`config.mk`:
```
export PLATFORM = sky130hd
export DESIGN_NAME = bus_release_nmi_ctrl
export DESIGN_NICKNAME = d
export VERILOG_FILES = /design/src/pkg/bus_release_pkg.sv /design/src/bus_release_nmi_ctrl.sv
export SDC_FILE = /design/constraint.sdc
export NUM_CORES = 1
export LEC_CHECK = 0
export ABC_AREA = 1
export ABC_CLOCK_PERIOD_IN_PS = 1200
export BUFFER_PORTS_ARGS = -buffer_cell sky130_fd_sc_hd__buf_2
export CORE_MARGIN = 2
export CORE_UTILIZATION = 40
export CTS_CLUSTER_DIAMETER = 120
export DETAILED_ROUTE_END_ITERATION = 7
export GPL_TIMING_DRIVEN = 0
export PLACE_DENSITY = 0.73
export SLEW_MARGIN = 20
export SYNTH_ARGS = -nofsm -noshare
export SYNTH_HDL_FRONTEND = slang
export SYNTH_SLANG_ARGS = --single-unit
```
`constraint.sdc`:
```
create_clock -name sys_clk -period 1.2 [get_ports sys_clk]
set_input_delay 0.06 -clock sys_clk [delete_from_list [all_inputs] [get_ports sys_clk]]
set_output_delay 0.06 -clock sys_clk [all_outputs]
set_load 0.05 [all_outputs]
```
`src/pkg/bus_release_pkg.sv`:
```
// Package: shared types and constants for bus release and nonmaskable interrupt control
package bus_release_pkg;
	localparam int ADDR_W        = 24;
	localparam int DATA_W        = 8;
	localparam logic STROBE_IDLE = 1'b1;

	// Memory interface as driven by the core
	typedef struct packed {
		logic [ADDR_W-1:0] addr;
		logic [DATA_W-1:0] data;
		logic              data_oe;
		logic              io_request_n;
		logic              memory_request_n;
		logic              fetch_indicator_n;
	} mem_bus_s;

	// Address and strobes seen on the pins while the bus is granted
	typedef struct packed {
		logic [ADDR_W-1:0] addr;
		logic              io_request_n;
		logic              memory_request_n;
	} snoop_s;

	typedef enum logic [1:0] {
		ST_OWNED,
		ST_RELEASE,
		ST_GRANTED,
		ST_RECLAIM
	} grant_state_e;
endpackage : bus_release_pkg

```
`src/bus_release_nmi_ctrl.sv`:
```
// Bus release handshake and nonmaskable interrupt capture for the memory interface
module bus_release_nmi_ctrl
	import bus_release_pkg::*;
(
	// Clock and reset
	input  wire logic              sys_clk,
	input  wire logic              rst,
	// Core side
	input  wire mem_bus_s          core_bus,
	input  wire logic              instr_end,
	input  wire logic              maskable_pending,
	output logic                   take_nmi,
	output logic                   take_maskable,
	output logic                   bus_granted,
	output snoop_s                 snoop,
	// Pins
	input  wire logic              nmi_n,
	input  wire logic              bus_release_request_n,
	output logic                   bus_release_grant_n,
	input  wire logic [ADDR_W-1:0] addr_i,
	output logic [ADDR_W-1:0]      addr_o,
	output logic                   addr_oe,
	output logic [DATA_W-1:0]      data_o,
	output logic                   data_oe,
	input  wire logic              io_request_n_i,
	output logic                   io_request_n_o,
	input  wire logic              memory_request_n_i,
	output logic                   memory_request_n_o,
	output logic                   ctrl_oe,
	output logic                   fetch_indicator_n_o,
	output logic                   fetch_indicator_n_oe
);
	grant_state_e state_q;
	logic         nmi_prev_q;
	logic         nmi_pend_q;
	logic         nmi_fall;

	// Falling edge of the active low interrupt pin
	assign nmi_fall = nmi_prev_q & ~nmi_n;

	always_ff @(posedge sys_clk) begin
		if (rst) begin
			nmi_prev_q <= 1'b1;
		end else begin
			nmi_prev_q <= nmi_n;
		end
	end

	// Pending flag: a new edge wins over the clear
	always_ff @(posedge sys_clk) begin
		if (rst) begin
			nmi_pend_q <= 1'b0;
		end else if (nmi_fall) begin
			nmi_pend_q <= 1'b1;
		end else if (take_nmi) begin
			nmi_pend_q <= 1'b0;
		end
	end

	// Interrupt acceptance at instruction boundary, no enable gating
	assign take_nmi      = instr_end & nmi_pend_q;
	assign take_maskable = instr_end & maskable_pending & ~nmi_pend_q;

	// Grant handshake: release a cycle, then grant; drop grant a cycle before driving
	always_ff @(posedge sys_clk) begin
		if (rst) begin
			state_q <= ST_OWNED;
		end else begin
			case (state_q)
				ST_OWNED:   if (!bus_release_request_n) state_q <= ST_RELEASE;
				ST_RELEASE: state_q <= ST_GRANTED;
				ST_GRANTED: if (bus_release_request_n) state_q <= ST_RECLAIM;
				ST_RECLAIM: state_q <= ST_OWNED;
				default:    state_q <= ST_OWNED;
			endcase
		end
	end

	// Grant pin from a flip-flop
	always_ff @(posedge sys_clk) begin
		if (rst) begin
			bus_release_grant_n <= 1'b1;
		end else begin
			bus_release_grant_n <= ~((state_q == ST_RELEASE) ||
				(state_q == ST_GRANTED && !bus_release_request_n));
		end
	end

	// Output data registered from the core
	always_ff @(posedge sys_clk) begin
		if (rst) begin
			addr_o              <= '0;
			data_o              <= '0;
			io_request_n_o      <= STROBE_IDLE;
			memory_request_n_o  <= STROBE_IDLE;
			fetch_indicator_n_o <= STROBE_IDLE;
		end else begin
			addr_o              <= core_bus.addr;
			data_o              <= core_bus.data;
			io_request_n_o      <= core_bus.io_request_n;
			memory_request_n_o  <= core_bus.memory_request_n;
			fetch_indicator_n_o <= core_bus.fetch_indicator_n;
		end
	end

	// Drivers enabled only while the core owns the bus
	assign bus_granted          = (state_q != ST_OWNED);
	assign addr_oe              = ~bus_granted;
	assign ctrl_oe              = ~bus_granted;
	assign data_oe              = ~bus_granted & core_bus.data_oe;
	assign fetch_indicator_n_oe = ~bus_granted;

	// Pins read as inputs while granted; strobes held idle while the core drives them
	always_ff @(posedge sys_clk) begin
		if (rst) begin
			snoop.addr             <= '0;
			snoop.io_request_n     <= STROBE_IDLE;
			snoop.memory_request_n <= STROBE_IDLE;
		end else begin
			snoop.addr             <= addr_i;
			snoop.io_request_n     <= bus_granted ? io_request_n_i : STROBE_IDLE;
			snoop.memory_request_n <= bus_granted ? memory_request_n_i : STROBE_IDLE;
		end
	end
endmodule : bus_release_nmi_ctrl

```
==> impl_metrics.csv, run 1 <==
group,metric,value,unit
floorplan,core-area,0.00482,sq mm
critical_path,r2r_start,"state_q[1]",
status,violations,"setup timing",
critical_path,path_class,"flop to output pin",
floorplan,start_util,42.1,%
timing,rsz0062_at_grt,"true",
finish,drive_gt1_share,39.0,%
drt,firstDrtPassIters,4,
pwr,ir_drop,1510,uV
flow_run,maxCapViolations,0,
global_route,grt_max_degree,11,
timing,setup_ws,-0.0121,ns
timing,fin_crit,1.21,ns
critical_path,cp_max_fo,4,
cts,clockBufferDepth,2,
global_route,met1_usage,21.9,%
finish,n_antenna_cell,0,
drt,routed_via_density,4.11,
logic_synthesis,synth_top_cell_area_share,65.2,%
drt,antenna_left,0,
floorplan,io_pins,137,
global_route,busiest_layer,"met2",
critical_path,arrival,1.15,ns
logic_synthesis,avgSynthCellArea,8.81,sq um
drt,drtIter0Drc,59,
finish,seqCellArea,0.00132,sq mm
logic_synthesis,post_synth_num_cell_types,14,
critical_path,rrSetupSlack,0.13,ns
timing,setup_viol,4,
finish,fin_nets,515,
logic_synthesis,ys_ff_latch,66,
logic_synthesis,synth_flop_cell,"dfxtp_1",
cts,cts_sinks,66,
placed_design,placed_cell_area,0.00280,sq mm
cts,cts-buffers-inserted,9,
timing,slew_headroom,82.5,%
cts,clkLatencyLatePin,0.32,ns
hold_path,hold_path.class,"input pin to flop",
placed_design,place_inst,432,
cts,cts_tree,"yes",
timing,max_freq,0.825,GHz
cts,h-tree-depth,3,
cts,cts.clk_slew.worst_paths,0.07,ns
pwr,powerDensity,1760,mW/mm^2
pwr,p_clk_share,27.4,%
logic_synthesis,synth_edf_count,0,
critical_path,setup.worst_path.end_class,"output pin",
floorplan,dieWidth,75.2,um
critical_path,reg2reg_depth,7,
logic_synthesis,syn_area,0.00203,sq mm
finish,fillCellCount,338,
critical_path,r2r_end,"state_q[0]",
placed_design,portBuffers,135,
floorplan,row_count,25,
pwr,seq_power_share,36.9,%
finish,instances_no_fill,513,
finish,synthToLayoutAreaGrowth,84.5,%
logic_synthesis,yosys-top-cells-area,"dfxtp_1 (65%), inv_1 (13%), nor2_1 (11%), ha_1 (2.5%), nand2_1 (2.0%)",
global_route,use_met2,40.3,%
pwr,switchingPower,2.25,mW
logic_synthesis,synth.yosys.warnings,0,
global_route,grt_overflow,0,
drt,wire_per_inst,12.0,um
logic_synthesis,yosysMostFrequentCell,"inv_1",
finish,post-route-cell-area,0.00374,sq mm
pwr,swShare,34.1,%
hold_path,hold_path.startpoint,"instr_end",
placed_design,gp_congestion,0.760,
logic_synthesis,synth_top_cell_by_area,"dfxtp_1",
timing,finalMaxSlewViolations,0,
global_route,antenna_found_initial,0,
hold_path,whs_endpoint,"nmi_pend_q",
global_route,track_usage,22.2,%
logic_synthesis,syn_inst,230,
timing,period_share,101,%
critical_path,required,1.14,ns
critical_path,cp-start-kind,"flop",
logic_synthesis,ys_async_sr_fraction,0,%
logic_synthesis,ys_seq_area_share,65.2,%
floorplan,die-area,0.00565,sq mm
pwr,power_frac_comb,35.7,%
global_route,grt_pass1_wl,9.25,mm
floorplan,fp.dieH,75.2,um
pwr,leakagePower,2.12,nW
logic_synthesis,syn_nets,302,
finish,multiInputGateArea,423,sq um
placed_design,post-dp-hpwl,3.28,mm
timing,hold_violations,0,
logic_synthesis,synthTopCellsByCount,"inv_1 (69), dfxtp_1 (66), nor2_1 (62), nand2_1 (11), buf_2 (5)",
pwr,intPower,4.33,mW
global_route,gr-usage-met3,7.36,%
timing,fin_skew,0.00714,ns
timing,worstMarginPinSlew,0.264,ns
drt,drcViolationCount,0,
drt,vias,2110,
status,status,"finished with violations",
global_route,grt_pass1_vias,2180,
drt,drt_wl_total,6.17,mm
hold_path,hold_depth,3,
cts,cts_root_buffer,"clkbuf_8",
layout make-up:
cell class	instances	area share, %
Tap cell	67	2.24
Inverter	69	7.16
Buffer	9	1.87
Timing Repair Buffer	202	36.9
Clock buffer	11	4.05
Sequential cell	66	35.4
Multi-Input combinational cell	86	11.3
Clock inverter	3	1.07
how the worst max path moves through the flow:
stage                     from                   end  slack (ns)
floorplan           state_q[1]            state_q[1]      0.0004
global placement    state_q[0]  fetch_indicator_n_oe        0.18
detailed placement  state_q[1]            state_q[0]        0.16
CTS                 state_q[0]               data_oe       -0.02
global route        state_q[0]               data_oe       -0.06
finish              state_q[1]               ctrl_oe       -0.01
power groups by stage:
stage          combinational, mW  sequential (mW)  clock [mW]
2_1_floorplan              0.904             2.92           0
3_3_place_gp                1.74             2.45           0
3_5_place_dp                1.76             2.46           0
4_1_cts                     2.28             2.42        1.83
5_1_grt                     2.50             2.44        1.95
6_report                    2.35             2.43        1.80
critical path: stages, from the launching register on:
cell and delay (ns):
dfxtp_2 0.35, inv_4 0.06, ha_4 0.17, buf_6 0.11
buf_8 0.14
metal layers:
metal / vias to the layer above / part of all wire [%] / routed length (um)
li1: 1047 / - / -
met3: 19 / 9.7 / 599
met5: - / 0 / 0
met4: 0 / 3.6 / 219
met2: 114 / 50 / 3060
met1: 930 / 37 / 2290
per-stage QoR:
stage	setup TNS (ns)	util (%)	setup slack, ns	power [mW]	hold slack (ns)
2_1_floorplan	0	-	0.000368	3.82	0.152
3_3_place_gp	0	58.2	0.184	4.20	0.243
3_5_place_dp	0	58.2	0.159	4.22	0.244
4_1_cts	-0.0654	77.1	-0.0180	6.53	0.0244
5_1_grt	-0.192	77.6	-0.0568	6.89	0.0715
6_report	-0.0379	77.6	-0.0121	6.58	0.0511
cells by family after synthesis:
group / count (synthesis) / synth area share, %
simple gates: 79 / 15.5
fa+ha+maj: 4 / 2.47
flops: 66 / 65.2
buf+inv: 78 / 15.9
compound gates: 3 / 0.927
cell usage in the layout, fill, tap and decap left out, types with 2 or more instances in the layout:
cell	synthesis	routed
nor2_1	62	62
nand2_1	11	10
inv_4	0	2
inv_1	69	65
clkbuf_8	0	11
buf_6	2	5
dlygate4sd3_1	0	63
ha_4	0	3
o21ai_0	2	2
or2_1	3	3
buf_4	2	5
buf_2	5	134
dfxtp_2	0	2
buf_8	0	3
clkinv_2	0	2
dfxtp_1	66	64
what timing repair did:
action	CTS	global route
pin swaps	2	1
endpoints found under the setup margin	5	7
hold endpoints to repair	63	0
buffers inserted	3	1
hold buffers	63	0
gates resized for setup	21	3
sequential cells by signal (all words and copies together) (netlist names):
register,count
addr_o,24
snoop,26
data_o,8
bus_release_grant_n,1
fetch_indicator_n_o,1
nmi_pend_q,1
io_request_n_o,1
memory_request_n_o,1
state_q,2
nmi_prev_q,1
Power figures use the tool's default switching activity.
==> inputs of run 2 (changes only) <==
ABC_CLOCK_PERIOD_IN_PS = 1530   (was 1200)
CORE_MARGIN = not set   (was 2)
CORE_UTILIZATION = 44   (was 40)
PLACE_DENSITY = not set   (was 0.73)
PLACE_DENSITY_LB_ADDON = 0.2   (was not set)
clock period = 1.53 ns   (was 1.2 ns; I/O delays follow)
==> impl_metrics.csv, run 2 (same netlist as run 1, synthesis figures left out) <==
group,metric,value,unit
hold_path,hold_path.class,"input pin to flop",
critical_path,path_class,"flop to output pin",
finish,reg.largest.list,"snoop x26, addr_o x24, data_o x8",
timing,worstMarginPinSlew,0.269,ns
critical_path,reg2reg_depth,7,
cts,cts_tree,"yes",
finish,drive_gt1_share,36.3,%
timing,rsz0062_at_grt,"false",
global_route,antenna_found_initial,0,
global_route,grt_pass1_vias,2177,
finish,instances_no_fill,495,
drt,antenna_left,0,
cts,ctsResizeCount,0,
critical_path,setup.worst_path.end_class,"output pin",
critical_path,r2r_start,"state_q[1]",
cts,clkLatencyLatePin,0.32,ns
drt,drtIter0Drc,41,
cts,cts-buffers-inserted,9,
pwr,swShare,36.2,%
timing,max_freq,0.708,GHz
global_route,grt_max_degree,12,
global_route,grt_pass1_wl,9.16,mm
placed_design,place_inst,417,
finish,n_antenna_cell,0,
pwr,intPower,2.92,mW
finish,multiInputGateArea,383,sq um
critical_path,cp_max_fo,4,
floorplan,fp.dieH,69.9,um
floorplan,die-area,0.00488,sq mm
finish,mostFrequentLayoutCells,"buf_2 (140), inv_1 (69), dfxtp_1 (66)",
placed_design,place_ws,0.449,ns
critical_path,required,1.45,ns
timing,hold_violations,0,
floorplan,row_count,24,
timing,fin_crit,1.41,ns
timing,fin_skew,0.00551,ns
finish,post-route-cell-area,0.00356,sq mm
flow_run,maxCapViolations,0,
pwr,p_total,4.58,mW
placed_design,portBuffers,135,
finish,seqCellArea,0.00132,sq mm
critical_path,cp-start-kind,"flop",
drt,vias,2061,
placed_design,gp_congestion,0.694,
finish,synthToLayoutAreaGrowth,75.7,%
timing,finalMaxSlewViolations,0,
cts,cts_root_buffer,"clkbuf_8",
critical_path,arrival,1.34,ns
global_route,grt_overflow,0,
placed_design,placed_cell_area,0.00277,sq mm
finish,fin_nets,510,
critical_path,endpoint,"fetch_indicator_n_oe",
pwr,seq_power_share,41.2,%
drt,wire_per_inst,11.3,um
floorplan,core-area,0.00438,sq mm
pwr,leakagePower,2.07,nW
floorplan,dieWidth,69.9,um
cts,cts.clk_slew.worst_paths,0.07,ns
pwr,power_frac_comb,31.7,%
cts,clockBufferDepth,2,
pwr,ir_drop,907,uV
timing,period_share,92.3,%
cts,cts_sinks,66,
timing,setup_viol,0,
critical_path,r2r_end,"state_q[0]",
drt,firstDrtPassIters,4,
floorplan,io_pins,137,
finish,largest_reg_flops,26,
pwr,powerDensity,1290,mW/mm^2
drt,drt_wl_total,5.61,mm
drt,drcViolationCount,0,
timing,slew_headroom,82.2,%
critical_path,rrSetupSlack,0.44,ns
placed_design,post-dp-hpwl,3.05,mm
global_route,track_usage,24.3,%
finish,layout_commonest_cell,"buf_2",
timing,tns,0,ns
finish,top_register,"snoop",
pwr,switchingPower,1.66,mW
timing,hold-worst-slack,0.00882,ns
timing,setup_ws,0.117,ns
finish,fillCellCount,251,
cts,h-tree-depth,3,
critical_path,crit_start,"state_q[1]",
pwr,p_clk_share,27.1,%
floorplan,start_util,46.2,%
status,status,"complete, no violations",
finish,final_core_util,81.2,%
drt,routed_via_density,4.16,
run 2: cell count changes in the layout (fill, tap and decap cells not counted), moves of 2 or more:
cell,change
buf_2,+6
buf_4,-3
buf_6,-3
buf_8,-3
dfxtp_1,+2
dfxtp_2,-2
ha_1,+3
ha_4,-3
inv_1,+4
inv_4,-2
run 2: cell type report:
cell class                      instances  share of cell area [%]
Inverter                               69                    7.28
Sequential cell                        66                    37.1
Clock buffer                           11                    3.97
Buffer                                  9                    1.76
Tap cell                               52                    1.83
Timing Repair Buffer                  197                    36.4
Clock inverter                          5                   0.844
Multi-Input combinational cell         86                    10.8
run 2: worst max-delay path: stages, from the launching register on:
cell,delay [ns]
dfxtp_1,0.32
inv_1,0.10
ha_1,0.22
buf_4,0.12
buf_2,0.25
run 2: how the worst min path moves through the flow:
stage / depth (start not counted) / to / slack, ns / startpoint
4_1_cts: 2 / nmi_prev_q / 0.006 / rst
3_5_place_dp: 2 / memory_request_n_o / 0.26 / core_bus[1]
3_3_place_gp: 3 / snoop[0] / 0.26 / memory_request_n_i
5_1_grt: 2 / nmi_prev_q / 0.005 / rst
2_1_floorplan: 2 / snoop[0] / 0.17 / memory_request_n_i
6_report: 2 / nmi_prev_q / 0.009 / rst
run 2: metal layers:
metal	routed length, um	track usage [%]
met5	0	0
met4	202	15.1
met3	504	7.94
met2	2760	44.1
met1	2140	23.4
run 2: power by group through the flow:
stage	Sequential (mW)	Clock [mW]	Combinational, mW
6_report	1.89	1.24	1.45
5_1_grt	1.90	1.35	1.55
4_1_cts	1.88	1.27	1.44
3_5_place_dp	1.92	0	1.31
3_3_place_gp	1.92	0	1.30
2_1_floorplan	2.28	0	0.649
run 2: repair_timing:
item,CTS,global route
hold buffers,62,0
hold endpoints to repair,62,0
setup buffers,0,0
